### config.mk
export PLATFORM = sky130hd
export DESIGN_NAME = aios_top
export DESIGN_NICKNAME = d
export VERILOG_FILES = /design/src/rtl/aios_pkg.sv /design/src/rtl/aios_live_if.sv /design/src/rtl/aios_top.sv /design/src/rtl/aios_input_watch.sv
export VERILOG_INCLUDE_DIRS = /design/src /design/src/rtl
export SDC_FILE = /design/constraint.sdc
export NUM_CORES = 1
export LEC_CHECK = 0
export ABC_AREA = 1
export BUFFER_PORTS_ARGS = -buffer_cell sky130_fd_sc_hd__buf_2
export CAP_MARGIN = 40
export CORE_MARGIN = 2
export CORE_UTILIZATION = 30
export CTS_CLUSTER_DIAMETER = 120
export CTS_CLUSTER_SIZE = 24
export DETAILED_ROUTE_END_ITERATION = 6
export HOLD_SLACK_MARGIN = 0.12
export SLEW_MARGIN = 0
export SYNTH_ARGS = -nofsm -noshare
export SYNTH_HDL_FRONTEND = slang
export SYNTH_SLANG_ARGS = --single-unit
export TNS_END_PERCENT = 5
### constraint.sdc
create_clock -name clk -period 4 [get_ports clk]
set_input_delay 0.6 -clock clk [delete_from_list [all_inputs] [get_ports clk]]
set_output_delay 0.6 -clock clk [all_outputs]
set_load 0.01 [all_outputs]
### src/rtl/aios_map.svh
// Purpose: Constants for arc input/output supervision
// Assumes: 100 MHz clock
// Notes: Times in their own unit, counts derived
`ifndef AIOS_MAP_SVH
`define AIOS_MAP_SVH
`define AIOS_CLK_MHZ 100
`define AIOS_SENSOR_CH 14
`define AIOS_WIRED_IN 2
`define AIOS_CFG_BITS 8
`define AIOS_LIVE_PERIOD_MS 1000
`define AIOS_LIVE_PERIOD_CYC (`AIOS_LIVE_PERIOD_MS * 1000 * `AIOS_CLK_MHZ)
`define AIOS_LIVE_PULSE_US 100
`define AIOS_LIVE_PULSE_CYC (`AIOS_LIVE_PULSE_US * `AIOS_CLK_MHZ)
`define AIOS_LIVE_TIMEOUT_MS 3000
`define AIOS_LIVE_TIMEOUT_CYC (`AIOS_LIVE_TIMEOUT_MS * 1000 * `AIOS_CLK_MHZ)
`define AIOS_LOOP_PERIOD_MS 10
`define AIOS_LOOP_PERIOD_CYC (`AIOS_LOOP_PERIOD_MS * 1000 * `AIOS_CLK_MHZ)
`define AIOS_LOOP_WAIT_US 10
`define AIOS_LOOP_WAIT_CYC (`AIOS_LOOP_WAIT_US * `AIOS_CLK_MHZ)
`define AIOS_QUENCH_HALF_US 50
`define AIOS_QUENCH_HALF_CYC (`AIOS_QUENCH_HALF_US * `AIOS_CLK_MHZ)
// Configuration switch fields
`define AIOS_CFG_OPT_MODE 0
`define AIOS_CFG_IN0_LO 1
`define AIOS_CFG_IN1_LO 3
`define AIOS_CFG_WOUT_LO 5
`define AIOS_CFG_FAST_MODE 7
`endif

### src/rtl/aios_pkg.sv
// Purpose: Types for arc input/output supervision
// Assumes: Constants in aios_map.svh
// Notes: None
package aios_pkg;
  typedef enum logic [1:0] {
    AIOS_FN_LIGHT = 2'b00,
    AIOS_FN_TRIP = 2'b01,
    AIOS_FN_OVERCUR = 2'b10,
    AIOS_FN_OFF = 2'b11
  } aios_func_t;
  typedef enum logic [1:0] {
    AIOS_LP_IDLE = 2'b00,
    AIOS_LP_SEND = 2'b01,
    AIOS_LP_WAIT = 2'b10
  } aios_loop_t;
  typedef logic [7:0] aios_count_t;
endpackage

### src/rtl/aios_live_if.sv
// Purpose: Pulse bundle from the liveness counter
// Assumes: One clock
// Notes: None
`timescale 1ns/1ps
interface aios_live_if;
  logic pulse;
  logic [1:0] lost;
  modport src (output pulse, output lost);
  modport mon (input pulse, input lost);
endinterface

### src/rtl/aios_top.sv
// Purpose: Input/output supervision and error mode of arc protection unit
// Assumes: One clock, power-on reset, switches static
// Notes: Trip schemes left out; signals arrive as plain ports
// How it works
// - Supervise fourteen sensor channels after setup
// - Switch selects loop sensor or quench link
// - Loop mode sends test light, checks return
// - Quench mode sends continuous test pulses
// - Two wired inputs with switch functions
// - Lost wired input contact forces error
// - Wired output emits liveness pulse each second
// - Fast output emits liveness pulse each second, except when its switch selects trip
// - Switches select wired output signal
// - Switches select fast output trip or signal
// - Fault relay energized only while healthy
// - Read eight configuration switches
`timescale 1ns/1ps
`include "aios_map.svh"
module aios_top #(
  parameter int PERIOD_CYC = `AIOS_LIVE_PERIOD_CYC,
  parameter int TIMEOUT_CYC = `AIOS_LIVE_TIMEOUT_CYC,
  parameter int LOOP_PERIOD_CYC = `AIOS_LOOP_PERIOD_CYC
) (
  // Clock and reset
  input wire logic clk,
  input wire logic rst_b,
  // Configuration
  input wire logic [7:0] cfg_switch,
  input wire logic setup_done,
  // Point sensors
  input wire logic [13:0] sensor_ok,
  input wire logic [13:0] sensor_light,
  // Optional loop channel
  output logic optional_loop_channel_tx,
  input wire logic optional_loop_channel_rx,
  input wire logic quench_unit_ack,
  // Wired inputs and peer signals
  input wire logic [1:0] wired_input,
  input wire logic overcurrent,
  input wire logic master_trip,
  input wire logic breaker_trip,
  // Outputs
  output logic wired_output,
  output logic fast_output,
  output logic fault_relay,
  output logic error_mode,
  output aios_pkg::aios_func_t [1:0] in_func,
  output logic [1:0] in_active
);
  import aios_pkg::*;
  aios_live_if live();
  logic opt_quench;
  logic fast_trip_mode;
  aios_func_t wout_func;
  logic [1:0] watch_en;
  logic light_any;
  logic sensor_err;
  logic loop_err_reg;
  logic quench_err_reg;
  logic err_any;
  aios_loop_t lp_reg;
  aios_loop_t lp_next;
  logic [31:0] lp_cnt_reg;
  logic [31:0] qh_cnt_reg;
  logic q_tx_reg;
  logic wout_reg;
  logic fast_reg;
  logic relay_reg;
  logic wout_sig;
  logic fast_sig;
  logic q_last_ack_reg;
  logic [31:0] q_gap_reg;
  logic loop_tx;
  //----------------------------------------
  // Switch decode
  //----------------------------------------
  assign opt_quench = cfg_switch[`AIOS_CFG_OPT_MODE];
  assign fast_trip_mode = cfg_switch[`AIOS_CFG_FAST_MODE];
  assign wout_func = aios_func_t'(cfg_switch[`AIOS_CFG_WOUT_LO +: 2]);
  // Input functions
  assign in_func[0] = aios_func_t'(cfg_switch[`AIOS_CFG_IN0_LO +: 2]);
  assign in_func[1] = aios_func_t'(cfg_switch[`AIOS_CFG_IN1_LO +: 2]);
  assign watch_en[0] = setup_done && (in_func[0] != AIOS_FN_OFF);
  assign watch_en[1] = setup_done && (in_func[1] != AIOS_FN_OFF);
  // Supervise sensors
  assign sensor_err = setup_done && (sensor_ok != 14'h3FFF);
  assign light_any = (|sensor_light) || (!opt_quench && optional_loop_channel_rx && lp_reg == AIOS_LP_IDLE);
  assign err_any = sensor_err || loop_err_reg || quench_err_reg || (|live.lost);
  // Wired output signal select
  assign wout_sig = (wout_func == AIOS_FN_LIGHT) ? light_any :
                    (wout_func == AIOS_FN_TRIP) ? master_trip :
                    (wout_func == AIOS_FN_OVERCUR) ? overcurrent : 1'b0;
  assign fast_sig = fast_trip_mode ? breaker_trip : (overcurrent || light_any);
  // Wired input decode, liveness pulses filtered by function
  assign in_active = wired_input & watch_en;
  aios_input_watch #(
    .PERIOD_CYC(PERIOD_CYC),
    .TIMEOUT_CYC(TIMEOUT_CYC)
  ) u_watch (
    .clk(clk),
    .rst_b(rst_b),
    .wired_input(wired_input),
    .watch_en(watch_en),
    .live(live)
  );
  //----------------------------------------
  // Fiber loop test sequencer
  //----------------------------------------
  always_comb begin
    lp_next = lp_reg;
    case (lp_reg)
      AIOS_LP_IDLE: if (!opt_quench && lp_cnt_reg >= 32'(LOOP_PERIOD_CYC - 1)) lp_next = AIOS_LP_SEND;
      AIOS_LP_SEND: lp_next = AIOS_LP_WAIT;
      AIOS_LP_WAIT: if (optional_loop_channel_rx || lp_cnt_reg == 32'(`AIOS_LOOP_WAIT_CYC)) lp_next = AIOS_LP_IDLE;
      default: lp_next = AIOS_LP_IDLE;
    endcase
  end
  // Test light and return
  always_ff @(posedge clk or negedge rst_b) begin
    if (!rst_b) begin
      lp_reg <= AIOS_LP_IDLE;
      lp_cnt_reg <= 32'h0;
      loop_err_reg <= 1'b0;
    end else begin
      lp_reg <= lp_next;
      lp_cnt_reg <= (lp_next != lp_reg) ? 32'h0 : lp_cnt_reg + 32'h1;
      if (opt_quench) begin
        loop_err_reg <= 1'b0;
      end else if (lp_reg == AIOS_LP_WAIT && optional_loop_channel_rx) begin
        loop_err_reg <= 1'b0;
      end else if (lp_reg == AIOS_LP_WAIT && lp_cnt_reg == 32'(`AIOS_LOOP_WAIT_CYC)) begin
        loop_err_reg <= 1'b1;
      end
    end
  end
  assign loop_tx = (lp_reg == AIOS_LP_SEND);
  //----------------------------------------
  // Quench link test pulses
  //----------------------------------------
  always_ff @(posedge clk or negedge rst_b) begin
    if (!rst_b) begin
      qh_cnt_reg <= 32'h0;
      q_tx_reg <= 1'b0;
      q_last_ack_reg <= 1'b0;
      q_gap_reg <= 32'h0;
      quench_err_reg <= 1'b0;
    end else begin
      // Continuous square pulse train
      if (qh_cnt_reg == 32'(`AIOS_QUENCH_HALF_CYC - 1)) begin
        qh_cnt_reg <= 32'h0;
        q_tx_reg <= ~q_tx_reg;
      end else begin
        qh_cnt_reg <= qh_cnt_reg + 32'h1;
      end
      q_last_ack_reg <= quench_unit_ack;
      // Missing receipt acknowledge forces error
      if (!opt_quench || (quench_unit_ack && !q_last_ack_reg)) begin
        q_gap_reg <= 32'h0;
        quench_err_reg <= 1'b0;
      end else if (q_gap_reg == 32'(TIMEOUT_CYC)) begin
        quench_err_reg <= 1'b1;
      end else begin
        q_gap_reg <= q_gap_reg + 32'h1;
      end
    end
  end
  //----------------------------------------
  // Outputs and fault relay
  //----------------------------------------
  always_ff @(posedge clk or negedge rst_b) begin
    if (!rst_b) begin
      wout_reg <= 1'b0;
      fast_reg <= 1'b0;
      relay_reg <= 1'b0;
      optional_loop_channel_tx <= 1'b0;
    end else begin
      wout_reg <= wout_sig || live.pulse;
      fast_reg <= fast_sig || (!fast_trip_mode && live.pulse);
      relay_reg <= !err_any;
      optional_loop_channel_tx <= opt_quench ? q_tx_reg : loop_tx;
    end
  end
  assign wired_output = wout_reg;
  assign fast_output = fast_reg;
  assign fault_relay = relay_reg;
  assign error_mode = !relay_reg;
endmodule

### src/rtl/aios_input_watch.sv
// Purpose: Liveness pulse source and per-input timeout watch
// Assumes: Inputs synchronous to clk
// Notes: Timeout is a parameter
`timescale 1ns/1ps
`include "aios_map.svh"
module aios_input_watch #(
  parameter int PERIOD_CYC = `AIOS_LIVE_PERIOD_CYC,
  parameter int TIMEOUT_CYC = `AIOS_LIVE_TIMEOUT_CYC
) (
  input wire logic clk,
  input wire logic rst_b,
  // Wired inputs and which are expected live
  input wire logic [1:0] wired_input,
  input wire logic [1:0] watch_en,
  // Pulse bundle
  aios_live_if.src live
);
  import aios_pkg::*;
  logic [31:0] per_reg;
  logic [31:0] per_next;
  assign per_next = (per_reg == 32'(PERIOD_CYC - 1)) ? 32'h0 : per_reg + 32'h1;
  // Pulse high for first stretch of each second
  always_ff @(posedge clk or negedge rst_b) begin
    if (!rst_b) begin
      per_reg <= 32'h0;
    end else begin
      per_reg <= per_next;
    end
  end
  assign live.pulse = per_reg < 32'(`AIOS_LIVE_PULSE_CYC);
  genvar g;
  generate
    for (g = 0; g < 2; g++) begin : g_in
      logic last_reg;
      logic [31:0] tmo_reg;
      logic rise;
      assign rise = wired_input[g] & ~last_reg;
      // Lost when no pulse within timeout
      always_ff @(posedge clk or negedge rst_b) begin
        if (!rst_b) begin
          last_reg <= 1'b0;
          tmo_reg <= 32'h0;
        end else begin
          last_reg <= wired_input[g];
          if (rise || !watch_en[g]) begin
            tmo_reg <= 32'h0;
          end else if (tmo_reg != 32'(TIMEOUT_CYC)) begin
            tmo_reg <= tmo_reg + 32'h1;
          end
        end
      end
      assign live.lost[g] = watch_en[g] && (tmo_reg == 32'(TIMEOUT_CYC));

    end
  endgenerate
endmodule

Word level (Yosys, flattened, before mapping)
Index checks and enable logic that the tools add are counted.
- reduce and logical (&&, ||, !) cells: 38
- shift operators: 0
- order comparisons: 2
- multiply operators: 0
- add/sub/neg operators: 6
- equality and inequality tests: 17
- divide/modulo/power cells: 0
- mux-type cells: 22
- bitwise gates (word level): 6
- operator list (cell ; number):
    $mux W32 ; 9
    $add A32 B1 Y32 const B ; 6
    $eq A32 B29 Y1 const B ; 3
    $ne A32 B29 Y1 const B ; 2
    $eq A32 B10 Y1 const B ; 1
    $eq A32 B13 Y1 const B ; 1
    $eq A32 B27 Y1 const B ; 1
    $ge A32 B20 Y1 const B ; 1
    $lt A32 B14 Y1 const B ; 1
    $ne A14 B14 Y1 const B ; 1
    $reduce_or A14 Y1 ; 1
    $logic_and A1 B1 Y1 ; 12
    $logic_or A1 B1 Y1 ; 11
    $mux W1 ; 10
    $logic_not A1 Y1 ; 7
    $ne A2 B2 Y1 const B ; 3
    $pmux W2 S3 ; 1
    $reduce_bool A2 Y1 ; 3
    $eq A2 B1 Y1 const B ; 2
    $eq A2 B2 Y1 const B ; 2
    $logic_not A2 Y1 ; 2
    $mux W2 ; 2
    $not A1 Y1 ; 3
    $reduce_bool A3 Y1 ; 1
    4 further kinds ; 5
- output and inout port bits: 11
- input port bits: 46
- flip-flop bits (word level): 204
- bits in read-only memories: 0
- RAM bits: 0
- latch bits: 0
- memories kept: 0

Logic depth before layout (Yosys ltp)
Gate-level depths: netlist of the first run.
- depth in word-level cells: 7
- mapped depth: 12

Hierarchy
A second synthesis of the first run with hierarchy kept.
- cell total of the unflattened synthesis: 1857
- area, all modules: 13152.6 um2
- by module, submodules not included (module ; times used ; area each (um2) ; cells an instance):
    aios_top ; 1 ; 6690.2 ; 855
    aios_input_watch ; 1 ; 6462.4 ; 1002

Worst setup path before layout of the first run
Ideal clock, no wire load.
- path kind: input -> output
- from: in setup_done
- to: out in_active[0]
- required time: 3.400 ns
- buffers on the path: 0
- stages: 4
- slack: 2.394 ns
- arrival time: 1.006 ns
- cell sequence: inv_1 > a21oi_1 > inv_1 > nor2_1
- longest elaborated chain between the ends: 2
- ends and longest elaborated chain (what ; RTL line ; RTL):
    start, declared ; aios_top.sv:29 ; input wire logic setup_done,
    $logic_and A1 B1 Y1 ; aios_top.sv:83 ; assign watch_en[0] = setup_done && (in_func[0] != AIOS_FN_OFF);
    $and A2 B2 Y2 ; aios_top.sv:95 ; assign in_active = wired_input & watch_en;
    end, declared ; aios_top.sv:48 ; output logic [1:0] in_active
No other way between the ends.

Worst setup path after layout of the first run
- from: reg lp_cnt_reg[0]
- to: reg lp_cnt_reg[14]
- longest elaborated chain between the ends: 6
- elaborated cells between the ends (all ways): 10
- those cells by class: add/sub: 1; order compare: 1; eq/ne: 2; mux: 4; reduce/logical: 2
- ends and longest elaborated chain (what ; RTL line ; RTL):
    start, declared ; aios_top.sv:63 ; logic [31:0] lp_cnt_reg;
    start signal, assigned ; aios_top.sv:126 ; lp_cnt_reg <= (lp_next != lp_reg) ? 32'h0 : lp_cnt_reg + 32'h1;
    $ge A32 B20 Y1 or $eq A32 B10 Y1 (tied branches) ; aios_top.sv:112, aios_top.sv:114 ;
    $logic_and A1 B1 Y1 or $logic_or A1 B1 Y1 (tied branches) ; aios_top.sv:112, aios_top.sv:114 ;
    $mux W2 (on tied branches) ; aios_top.sv:112, aios_top.sv:114 ;
    $pmux W2 S3 ; aios_top.sv:111 ; case (lp_reg)
    $ne A2 B2 Y1 ; aios_top.sv:126 ;
    $mux W32 * ; aios_top.sv:126 ;
Mark *: on every way between the ends. The rest lies on a longest branch, timed or not.
A chain may end at the register's enable or synchronous reset.

==> impl_results.md, run 1 <==
* Run status: complete, no violations
* # DRC at 0
* Most used cells in the layout excluding fill and tap cells: sky130_fd_sc_hd__nand2_1 (314), sky130_fd_sc_hd__nor2_1 (259), sky130_fd_sc_hd__inv_1 (239), sky130_fd_sc_hd__dfrtp_1 (204), sky130_fd_sc_hd__nor3_1 (92)
* Post-Syn Instances at 1648
* Final cell area excluding filler cells at 0.0135 mm²
* Worst hold path class: in2async
* Classification of the worst setup path: reg2reg
* Setup Skew at 22.4 ps
* Number of standard cells in the layout, taps in and fillers out at 2235
* Number of global-route vias before repair at roughly 11000
* Final Hold Viols at 0
* Kind of launch point of the worst setup path: flop
* Worst-path clk slew at 90 ps
* Final Setup Violations at 0
* Area overhead of the layout relative to synthesis at 10.1%
* Post-DP HPWL at 21.5 mm
* Effective utilization at floorplan at 30.2%
* Slew of the pin with the lowest slew margin at about 870 ps
* Number of flip-flops under the largest register name at 64
* WP data arrival at 2470 ps
* Area of the placeable core at just over 0.04 mm²
* Number of synthesized flops with an enable pin at 0
* Maximum number of pins on one net before global-route repair at 109
* Post-Syn Nets at around 1700
* Nature of the critical path endpoint: flop
* Synth unique cells at 48
* Leakage power at 5.87 nW
* Via total after detailed routing at about 11000
* Pre-Repair DR Iteration Count at 5
* Logic pwr share at 7.4%
* End point of the critical path: lp_cnt_reg[14]
* Worst reg2reg setup slack at 1860 ps
* Detail-routed via count per cell at 4.74
* Share of total power in the clock network at 35.3%
* # IOs at 57
* Row cnt at 74
* # port buffers at 56
* Average wire length per cell after detail routing at 12.8 µm
* Clock latency on the worst-skew pair at 480 ps
* Share of async-settable or async-resettable flops after synthesis at 100%
* Count of yosys warnings during synthesis at 0
* Sequential power share at 57.3%
* Data required, critical path at 4330 ps
* Post-route fraction of the period consumed by the critical path at 53.5%
* Worst r2r dst: lp_cnt_reg[14]
* Mean post-synth cell area at about 7.4 µm²
* Post-synthesis instance area at 0.0123 mm²
* Relative slew margins at 42.3%
* Internal power contribution at 2.81 mW
* Final global-route overflow total at 0
* Iteration-0 DRC count of the detailed router at 684
* Worst flop-to-flop path startpoint: lp_cnt_reg[0]
* TritonCTS Buffers at 12
* Die Footprint at 0.0425 mm²
* Y dimension of the die at between 200 and 250 µm
* Post-place instance area at approximately 0.013 mm²
* CTS tree: built
* Worst supply voltage drop on vdd at 0.335 mV
* Fmax at 468 MHz
* Switching power total at a little over 0.9 mW
* Overall die width at 206 µm
* Global-route usage over all layers at 13.9%
* Number of clock sinks seen by CTS at 204
* Post CTS Setup Buffer Count at 0
* Critical path fanouts, max at 32
* Unrepaired setup endpoints after global routing: false
* Sum of negative setup slack at 0 ps
* Cell Count Post-Placement at 2220
* Most used flip-flop cell after synthesis: sky130_fd_sc_hd__dfrtp_1
* Post-CTS Hold Fix Bufs at 0
* Startpoint of the worst setup timing path: lp_cnt_reg[0]
* Sequential share of the synthesized area at 41.7%
* H-tree levels at 1
* Gpl congestion at about 0.9
* Gates resized, CTS repair at 0
* Share of total power consumed by net switching at approximately a quarter
* Wire length of the first global-routing pass at about 50 mm
* Wirelength, routed at 28.5 mm
* Final min period at 2140 ps
* Most common cell after layout, fill and taps aside: sky130_fd_sc_hd__nand2_1
* Final antenna diode count at 0
* Count of final max-slew check failures at 0
* CTS Root Buffer Type: sky130_fd_sc_hd__clkbuf_16
* Maximum capacitance violations at 0
* Antenna Nets Post-Route at 0
* Count of state elements after synthesis at 204
* Depth of the most critical reg-to-reg path at 10
* Initial antenna violation count at 0
* Number of buffers on the longest clock path at 3
* Pwr Density at between 200 and 300 mW/mm²
* Power consumption at 3.74 mW
* Number of nets in the layout at 1758
* Layout cell share with drive strength beyond 1 at under 10%
power by group through the flow:
stage,Combinational [mW],Sequential [mW],Clock (mW)
floorplan,0.168,2.18,0
global route,0.328,2.15,1.46
global placement,0.274,2.18,0
CTS,0.285,2.14,1.39
detailed placement,0.283,2.18,0
finish,0.278,2.14,1.32
routing by layer:
layer | GRT usage (%) | vias to the layer above | wire, µm
li1 | - | 5412 | -
met1 | 19.1 | 4901 | 13500
met2 | 23.5 | 250 | 13300
met3 | 1.61 | 37 | 1250
met4 | 3.11 | 0 | 469
met5 | 0 | - | 0
layout make-up:
type | count | area [µm²]
multi-input combinational | 1172 | 6080
timing repair buffer | 62 | 348
sequential | 204 | 5100
tap | 532 | 666
clock inverter | 1 | 11.3
inverter | 250 | 938
fill | 4307 | 27100
clock buffer | 14 | 339
worst min-delay path by stage:
stage,startpoint,end,cells past startpoint
finish,rst_b,u_watch.g_in[0].tmo_reg[26],1
global placement,qh_cnt_reg[0],qh_cnt_reg[0],1
detailed placement,qh_cnt_reg[0],qh_cnt_reg[0],1
floorplan,rst_b,fast_output,0
global route,rst_b,u_watch.g_in[0].tmo_reg[26],1
CTS,rst_b,u_watch.g_in[0].tmo_reg[30],1
through the flow:
step	hold WS [ps]	setup WS, ps	util (%)
after global routing	193	1570	33.3
after detailed placement	460	1650	32.4
after global placement	448	1780	32.4
final	124	1860	33.3
after floorplan	304	2390	-
after CTS	197	1850	33.3
cell usage after synthesis (4+ instances only):
master	number	share of area, %
sky130_fd_sc_hd__nor2_2	17	0.87
sky130_fd_sc_hd__o21ai_0	42	1.7
sky130_fd_sc_hd__nor3b_1	4	0.25
sky130_fd_sc_hd__clkbuf_1	4	0.12
sky130_fd_sc_hd__nand2_2	11	0.56
sky130_fd_sc_hd__nand3_2	6	0.49
sky130_fd_sc_hd__ha_1	10	1.0
sky130_fd_sc_hd__nand4_1	77	3.9
sky130_fd_sc_hd__xnor2_1	17	1.2
sky130_fd_sc_hd__xor2_1	85	6.1
sky130_fd_sc_hd__nor3_1	92	3.8
sky130_fd_sc_hd__nand3_1	71	2.9
sky130_fd_sc_hd__inv_1	239	7.3
sky130_fd_sc_hd__nor3_2	19	1.6
sky130_fd_sc_hd__nand2_1	314	9.6
sky130_fd_sc_hd__inv_2	10	0.31
sky130_fd_sc_hd__a21oi_1	78	3.2
sky130_fd_sc_hd__o21ai_1	4	0.16
sky130_fd_sc_hd__dfrtp_1	204	42
sky130_fd_sc_hd__buf_2	7	0.29
sky130_fd_sc_hd__nor4_1	25	1.3
sky130_fd_sc_hd__a31oi_1	5	0.26
sky130_fd_sc_hd__nor2_1	259	7.9
sky130_fd_sc_hd__buf_4	7	0.43
sky130_fd_sc_hd__nor2_4	7	0.64
critical path, cell delays in order (launching register included):
cell	delay, ps
sky130_fd_sc_hd__dfrtp_1	440
sky130_fd_sc_hd__ha_1	260
sky130_fd_sc_hd__nand3_2	160
sky130_fd_sc_hd__o21ai_0	180
sky130_fd_sc_hd__nand2_1	70
sky130_fd_sc_hd__nand2_1	60
sky130_fd_sc_hd__nand2_1	50
sky130_fd_sc_hd__nand2_1	50
sky130_fd_sc_hd__nand2_1	70
sky130_fd_sc_hd__nand2_2	500
sky130_fd_sc_hd__a21oi_1	150
logic make-up after synthesis:
| logic type | share of synthesized area (%) |
|---|---|
| adders and majority gates | 1.02 |
| muxes | 0.0817 |
| DFF | 41.7 |
| AOI/OAI and AO/OA | 5.90 |
| xor gates and xnor gates | 7.29 |
| buffers and inverters | 8.70 |
| and+or+nand+nor | 35.3 |
No activity file was read; power rests on OpenSTA's default activity.
==> run 2, diff against run 1 <==
==> constraint.sdc (replaced) <==
create_clock -name clk -period 2.15 [get_ports clk]
set_input_delay 0.3225 -clock clk [delete_from_list [all_inputs] [get_ports clk]]
set_output_delay 0.3225 -clock clk [all_outputs]
set_load 0.01 [all_outputs]
==> run 2 against run 1 <==
Effect of this change:
- non-clock buffer count grew 14
- global-route usage grew 0.12 points
- final area grew 1.3%
- critical path depth shrank 4
- clock skew shrank 8.6 ps
- register-to-register slack lost 1600 ps
- clock power grew 86%
- sequential power grew 86%
- hold slack gained 19 ps
- worst setup slack lost 1600 ps
==> impl_results.md, run 2 (synthesis gave the netlist of run 1 again) <==
* Gates resized, CTS repair at 0 (unchanged)
* Y dimension of the die at 206 µm (unchanged)
* Final Setup Violations at 0 (unchanged)
* Count of final max-slew check failures at 0 (unchanged)
* Leakage power at 5.95 nW (was 5.87 nW)
* Wirelength, routed at 28.9 mm (was 28.5 mm)
* Final Hold Viols at 0 (unchanged)
* Row cnt at 74 (unchanged)
* Sum of negative setup slack at 0 ps (unchanged)
* # DRC at 0 (unchanged)
* Number of clock sinks seen by CTS at 204 (unchanged)
* CTS Root Buffer Type: sky130_fd_sc_hd__clkbuf_16 (unchanged)
* Critical path fanouts, max at 6 (was 32)
* Area overhead of the layout relative to synthesis at 11.5% (was 10.1%)
* Final global-route overflow total at 0 (unchanged)
* Critical path cell sequence: nor2_1 > nand4_1 > nor3_1 > nand2_1 > o21ai_0 > dlygate4sd3_1 (was ha_1 > nand3_2 > o21ai_0 > nand2_1 > nand2_1 > nand2_1 > nand2_1 > nand2_1 > nand2_2 > a21oi_1)
* Number of buffers on the longest clock path at 3 (unchanged)
* Number of flip-flops under the largest register name at 64 (unchanged)
* Area used by multi-input combinational logic at 0.00608 mm² (unchanged)
* Clock latency on the worst-skew pair at 480 ps (about the same)
* Cell Count Post-Placement at 2226 (was 2220)
* Initial antenna violation count at 0 (unchanged)
* Number of nets in the layout at 1772 (was 1758)
* Run status: complete, no violations (unchanged)
* Nature of the critical path endpoint: flop (unchanged)
* # port buffers at 56 (unchanged)
* Most used cells in the layout excluding fill and tap cells: sky130_fd_sc_hd__nand2_1 (314), sky130_fd_sc_hd__nor2_1 (259), sky130_fd_sc_hd__inv_1 (239), sky130_fd_sc_hd__dfrtp_1 (204), sky130_fd_sc_hd__nor3_1 (92) (unchanged)
* Worst supply voltage drop on vdd at 0.541 mV (was 0.335 mV)
* Worst hold path class: in2reg (was in2async)
* Classification of the worst setup path: reg2reg (unchanged)
* Pwr Density at 511 mW/mm² (was 277 mW/mm²)
* Largest incremental delay on the critical path at 560 ps (was 500 ps)
* Total of fill cells in the finished design at 4303 (was 4307)
* Global-route usage over all layers at 14.0% (was 13.9%)
* Data required, critical path at 2560 ps (was 4330 ps)
* Area used by sequential logic in the layout at 0.00510 mm² (unchanged)
* Wire length of the first global-routing pass at 50.1 mm (was 49.9 mm)
* Worst-path clk slew at 90 ps (about the same)
* Iteration-0 DRC count of the detailed router at 682 (was 684)
* Final antenna diode count at 0 (unchanged)
* Crit-path slowest cell: sky130_fd_sc_hd__dlygate4sd3_1 (was sky130_fd_sc_hd__nand2_2)
* Area of the placeable core at 0.0406 mm² (unchanged)
* Unrepaired setup endpoints after global routing: false (unchanged)
* Most common cell after layout, fill and taps aside: sky130_fd_sc_hd__nand2_1 (unchanged)
* Number of standard cells in the layout, taps in and fillers out at 2249 (was 2235)
* Final min period at 1880 ps (was 2140 ps)
* Pre-Repair DR Iteration Count at 5 (unchanged)
* Detail-routed via count per cell at 4.74 (about the same)
* Via total after detailed routing at 10657 (was 10600)
* Number of global-route vias before repair at 10479 (was 10536)
* Maximum capacitance violations at 0 (unchanged)
* Setup Skew at 13.8 ps (was 22.4 ps)
* Kind of launch point of the worst setup path: flop (unchanged)
* Effective utilization at floorplan at 30.2% (unchanged)
* Average wire length per cell after detail routing at 12.8 µm (about the same)
* Relative slew margins at 65.3% (was 42.3%)
* Worst reg2reg setup slack at 270 ps (was 1860 ps)
* Slew of the pin with the lowest slew margin at 516 ps (was 865 ps)
* Antenna Nets Post-Route at 0 (unchanged)
* TritonCTS Buffers at 12 (unchanged)
* Gpl congestion at 0.906 (was 0.923)
* CTS tree: built (unchanged)
* WP data arrival at 2290 ps (was 2470 ps)
* # IOs at 57 (unchanged)
* H-tree levels at 1 (unchanged)
* Layout cell share with drive strength beyond 1 at 9.49% (was 9.28%)
* Overall die width at 206 µm (unchanged)
* Post-route fraction of the period consumed by the critical path at 87.6% (was 53.5%)
* Maximum number of pins on one net before global-route repair at 49 (was 109)
* Fmax at 531 MHz (was 468 MHz)
* Post-DP HPWL at 21.7 mm (was 21.5 mm)
* Die Footprint at 0.0425 mm² (unchanged)
-- run 2: cell count changes in the layout (fill, tap and decap cells not counted) --
cell                            delta
sky130_fd_sc_hd__buf_4             +2
sky130_fd_sc_hd__dlygate4sd3_1     +8
sky130_fd_sc_hd__buf_12            +4
sky130_fd_sc_hd__clkbuf_8          -1
sky130_fd_sc_hd__clkinv_8          +1
sky130_fd_sc_hd__clkbuf_1          +1
sky130_fd_sc_hd__inv_8             -1
-- run 2: power by group --
group	leakage [nW]	switching [mW]	internal, mW
sequential	2.78	0.0775	3.91
clock	0.168	1.34	1.11
combinational	3.00	0.343	0.197
-- run 2: metrics by stage --
step | utilization [%] | worst slack (ps) | cell area [µm²] | hold slack (ps) | power [mW]
floorplan | - | 548 | 12300 | 26.9 | 4.36
global placement | 32.6 | 356 | 13200 | 258 | 4.59
detailed placement | 32.6 | 326 | 13200 | 262 | 4.60
CTS | 33.7 | 247 | 13700 | 123 | 7.12
global route | 33.7 | 42.9 | 13700 | 155 | 7.35
finish | 33.7 | 267 | 13700 | 143 | 6.98
-- run 2: path summary, 6_finish.rpt --
path / from / to / depth (start not counted)
max in group asynchronous: rst_b / q_last_ack_reg / 3
min: cfg_switch[5] / wired_output / 3
max: u_watch.per_reg[26] / fast_output / 6
max reg2reg: u_watch.per_reg[26] / fast_output / 6
min in group asynchronous: rst_b / u_watch.g_in[0].tmo_reg[31] / 2
min reg2reg: qh_cnt_reg[0] / qh_cnt_reg[0] / 1
-- run 2: worst max-delay path: cells and delay by family (launching register included) --
family / cells / cell delay (ps)
AO/OA/AOI/OAI: 1 / 140
flip-flops: 1 / 460
buffers and inverters: 1 / 560
AND/OR/NAND/NOR: 4 / 660
-- run 2: metal layers --
metal	share of wire [%]	routed length, µm	global-route usage, %	vias to the layer above
met3	3.7	1060	1.48	39
met2	46	13200	23.3	212
met4	2.0	588	3.27	0
met1	49	14100	19.6	4979
met5	0	0	0	-
li1	-	-	-	5427
-- run 2: final cells by class --
type | instances | share of cell area (%)
Clock buffer | 14 | 2.41
Clock inverter | 1 | 0.119
Inverter | 250 | 6.87
Multi-Input combinational cell | 1172 | 44.5
Sequential cell | 204 | 37.4
Tap cell | 532 | 4.87
Timing Repair Buffer | 76 | 3.83
-- run 2: repair_timing --
item / in CTS / in global routing
hold endpoints to repair: 50 / 0
buffers inserted: 0 / 0
hold buffers: 8 / 0
==> run 3, diff against run 2 <==
--- a/config.mk
+++ b/config.mk
@@ -14,6 +14,7 @@
 export CTS_CLUSTER_DIAMETER = 120
 export CTS_CLUSTER_SIZE = 24
 export DETAILED_ROUTE_END_ITERATION = 6
+export GPL_TIMING_DRIVEN = 0
 export HOLD_SLACK_MARGIN = 0.12
 export SLEW_MARGIN = 0
 export SYNTH_ARGS = -nofsm -noshare
==> run 3 against run 2 <==
Effect of this change:
- the flow now finishes with violations (DRC)
- register-to-register slack lost 110 ps
- critical endpoint is now lp_cnt_reg[19]
- worst setup slack lost 110 ps
- wire length shrank 1.4%
- die area is the same
- sequential power is essentially flat
- final area is essentially flat
- clock power shrank 2%
- flip-flop and latch count is the same
- critical path type unchanged
==> impl_results.md, run 3 (synthesis gave the netlist of run 1 again) <==
* Overall die width at 206 µm (unchanged)
* Worst supply voltage drop on vdd at 0.351 mV (was 0.541 mV)
* Wirelength, routed at 28.5 mm (was 28.9 mm)
* Sequential power share at 57.7% (was 57.2%)
* Layout cell share with drive strength beyond 1 at 9.72% (was 9.49%)
* Gpl congestion at 0.928 (was 0.906)
* Gates resized, CTS repair at 0 (unchanged)
* # port buffers at 56 (unchanged)
* Post-place instance area at 0.0132 mm² (about the same)
* Fmax at 503 MHz (was 531 MHz)
* Number of standard cells in the layout, taps in and fillers out at 2260 (was 2249)
* Nature of the critical path endpoint: flop (unchanged)
* Worst flop-to-flop path startpoint: lp_cnt_reg[0] (was u_watch.per_reg[26])
* Slew of the pin with the lowest slew margin at 640 ps (was 516 ps)
* Classification of the worst setup path: reg2reg (unchanged)
* Initial antenna violation count at 0 (unchanged)
* Maximum number of pins on one net before global-route repair at 123 (was 49)
* WP data arrival at 2350 ps (was 2290 ps)
* Area used by multi-input combinational logic at 0.00608 mm² (about the same)
* Number of nets in the layout at 1784 (was 1772)
* Post-route fraction of the period consumed by the critical path at 92.5% (was 87.6%)
* Clock latency on the worst-skew pair at 480 ps (about the same)
* Pre-Repair DR Iteration Count at 7 (was 5)
* Switching power total at 1.71 mW (was 1.76 mW)
* # DRC at 1 (was 0)
* Area overhead of the layout relative to synthesis at 11.6% (was 11.5%)
* Number of buffers on the longest clock path at 3 (unchanged)
* Violations in the final reports: DRC
* Final min period at 1990 ps (was 1880 ps)
* Maximum capacitance violations at 0 (unchanged)
* Cell Count Post-Placement at 2237 (was 2226)
* Worst hold path class: in2reg (unchanged)
* Share of total power in the clock network at 34.6% (was 35.1%)
* Most used cells in the layout excluding fill and tap cells: sky130_fd_sc_hd__nand2_1 (314), sky130_fd_sc_hd__nor2_1 (259), sky130_fd_sc_hd__inv_1 (239), sky130_fd_sc_hd__dfrtp_1 (204), sky130_fd_sc_hd__nor3_1 (92) (unchanged)
* Setup Skew at 18.5 ps (was 13.8 ps)
* Relative slew margins at 57.3% (was 65.3%)
* Unrepaired setup endpoints after global routing: false (unchanged)
* # IOs at 57 (unchanged)
* Antenna Nets Post-Route at 0 (unchanged)
* Final core utilization at 33.7% (about the same)
* Run status: finished with violations (was complete, no violations)
* Final Setup Violations at 0 (unchanged)
* Post-DP HPWL at 21.4 mm (was 21.7 mm)
* Final antenna diode count at 0 (unchanged)
* TritonCTS Buffers at 12 (unchanged)
* Effective utilization at floorplan at 30.2% (unchanged)
* Pre-CTS WS at 191 ps (was 326 ps)
* Total of fill cells in the finished design at 4340 (was 4303)
* Worst reg2reg setup slack at 160 ps (was 270 ps)
* Critical path fanouts, max at 10 (was 6)
* Worst-path clk slew at 100 ps (was 90 ps)
* Post CTS Setup Buffer Count at 0 (unchanged)
* Wire length of the first global-routing pass at 49.0 mm (was 50.1 mm)
* Number of clock sinks seen by CTS at 204 (unchanged)
* Final Hold Viols at 0 (unchanged)
* Leakage power at 5.96 nW (was 5.95 nW)
* Final cell area excluding filler cells at 0.0137 mm² (about the same)
* H-tree levels at 1 (unchanged)
* Average wire length per cell after detail routing at 12.6 µm (was 12.8 µm)
* Number of flip-flops under the largest register name at 64 (unchanged)
* Area used by sequential logic in the layout at 0.00510 mm² (unchanged)
* CTS Root Buffer Type: sky130_fd_sc_hd__clkbuf_16 (unchanged)
* Die Footprint at 0.0425 mm² (unchanged)
* Detail-routed via count per cell at 4.73 (was 4.74)
* Via total after detailed routing at 10696 (was 10657)
* Most common cell after layout, fill and taps aside: sky130_fd_sc_hd__nand2_1 (unchanged)
* Worst-case setup margin in the final layout at 161 ps (was 267 ps)
* CTS tree: built (unchanged)
* Global-route usage over all layers at 13.7% (was 14.0%)
* Depth of the most critical reg-to-reg path at 11 (was 6)
* Internal power contribution at 5.20 mW (was 5.22 mW)
* Pwr Density at 506 mW/mm² (was 511 mW/mm²)
* Area of the placeable core at 0.0406 mm² (unchanged)
* Hold Path Origin: cfg_switch[6] (was cfg_switch[5])
* Final global-route overflow total at 0 (unchanged)
* Data required, critical path at 2510 ps (was 2560 ps)
* Row cnt at 74 (unchanged)
* Share of total power consumed by net switching at 24.7% (was 25.2%)
* Kind of launch point of the worst setup path: flop (unchanged)
* End point of the worst hold path: wired_output (unchanged)
* Logic pwr share at 7.7% (about the same)
* Iteration-0 DRC count of the detailed router at 586 (was 682)
* Worst r2r dst: lp_cnt_reg[19] (was fast_output)
* Count of final max-slew check failures at 0 (unchanged)
* Hold-critical path depth at 3 (unchanged)
* Y dimension of the die at 206 µm (unchanged)
* Number of global-route vias before repair at 10484 (was 10479)
[run 3: worst max-delay path by stage]
| stage | cells past startpoint | start | slack (ps) | to |
|---|---|---|---|---|
| after floorplan | 9 | lp_cnt_reg[0] | 550 | lp_cnt_reg[18] |
| after global placement | 1 | rst_b | -2810 | u_watch.per_reg[11] |
| after detailed placement | 11 | lp_cnt_reg[0] | 190 | lp_cnt_reg[12] |
| after CTS | 11 | lp_cnt_reg[0] | 160 | lp_cnt_reg[19] |
| after global routing | 11 | lp_cnt_reg[0] | 10 | lp_cnt_reg[13] |
| final | 11 | lp_cnt_reg[0] | 160 | lp_cnt_reg[19] |
[run 3: timing repair]
item	4_1_cts	5_1_grt
endpoints found under the setup margin	0	0
hold endpoints to repair	88	0
hold buffers	9	0
[run 3: worst max-delay path, cell delays in order, from the launching register on]
cell	delay [ps]
sky130_fd_sc_hd__dfrtp_1	450
sky130_fd_sc_hd__ha_1	260
sky130_fd_sc_hd__nand3_2	180
sky130_fd_sc_hd__o21ai_0	230
sky130_fd_sc_hd__nand2_1	80
sky130_fd_sc_hd__nand2_1	70
sky130_fd_sc_hd__nand2_1	50
sky130_fd_sc_hd__nand2_1	70
sky130_fd_sc_hd__nand2_1	80
sky130_fd_sc_hd__nand2_2	120
sky130_fd_sc_hd__buf_4	200
sky130_fd_sc_hd__a21oi_1	90
[run 3: through the flow]
stage / setup TNS [ps] / power [mW] / hold WS (ps)
floorplan: 0 / 4.36 / 26.9
global placement: -567520 / 4.57 / 447
detailed placement: 0 / 4.59 / 370
CTS: 0 / 7.06 / 129
global route: 0 / 7.28 / 155
finish: 0 / 6.91 / 160
[run 3: area by class of cell]
| class | instances | area share, % |
|---|---|---|
| multi-input cells | 1172 | 44.5 |
| flip-flops and latches | 204 | 37.4 |
| inverters | 250 | 6.87 |
| well taps | 532 | 4.87 |
| repair buffers | 66 | 2.98 |
| clock buffers | 13 | 2.38 |
| plain buffers | 22 | 0.934 |
| clock inverters | 1 | 0.119 |
[run 3: power groups by stage]
| stage | clock network [mW] | logic [mW] | registers [mW] |
|---|---|---|---|
| floorplan | 0 | 0.312 | 4.05 |
| global placement | 0 | 0.510 | 4.06 |
| detailed placement | 0 | 0.531 | 4.06 |
| CTS | 2.53 | 0.545 | 3.99 |
| global route | 2.67 | 0.614 | 4.00 |
| finish | 2.39 | 0.534 | 3.99 |
[run 3: layer usage]
layer / track usage, % / up-vias / share of wire (%)
li1: - / 5457 / -
met3: 1.56 / 39 / 3.8
met1: 18.7 / 4964 / 48
met2: 23.3 / 236 / 46
met4: 3.04 / 0 / 1.9
met5: 0 / - / 0
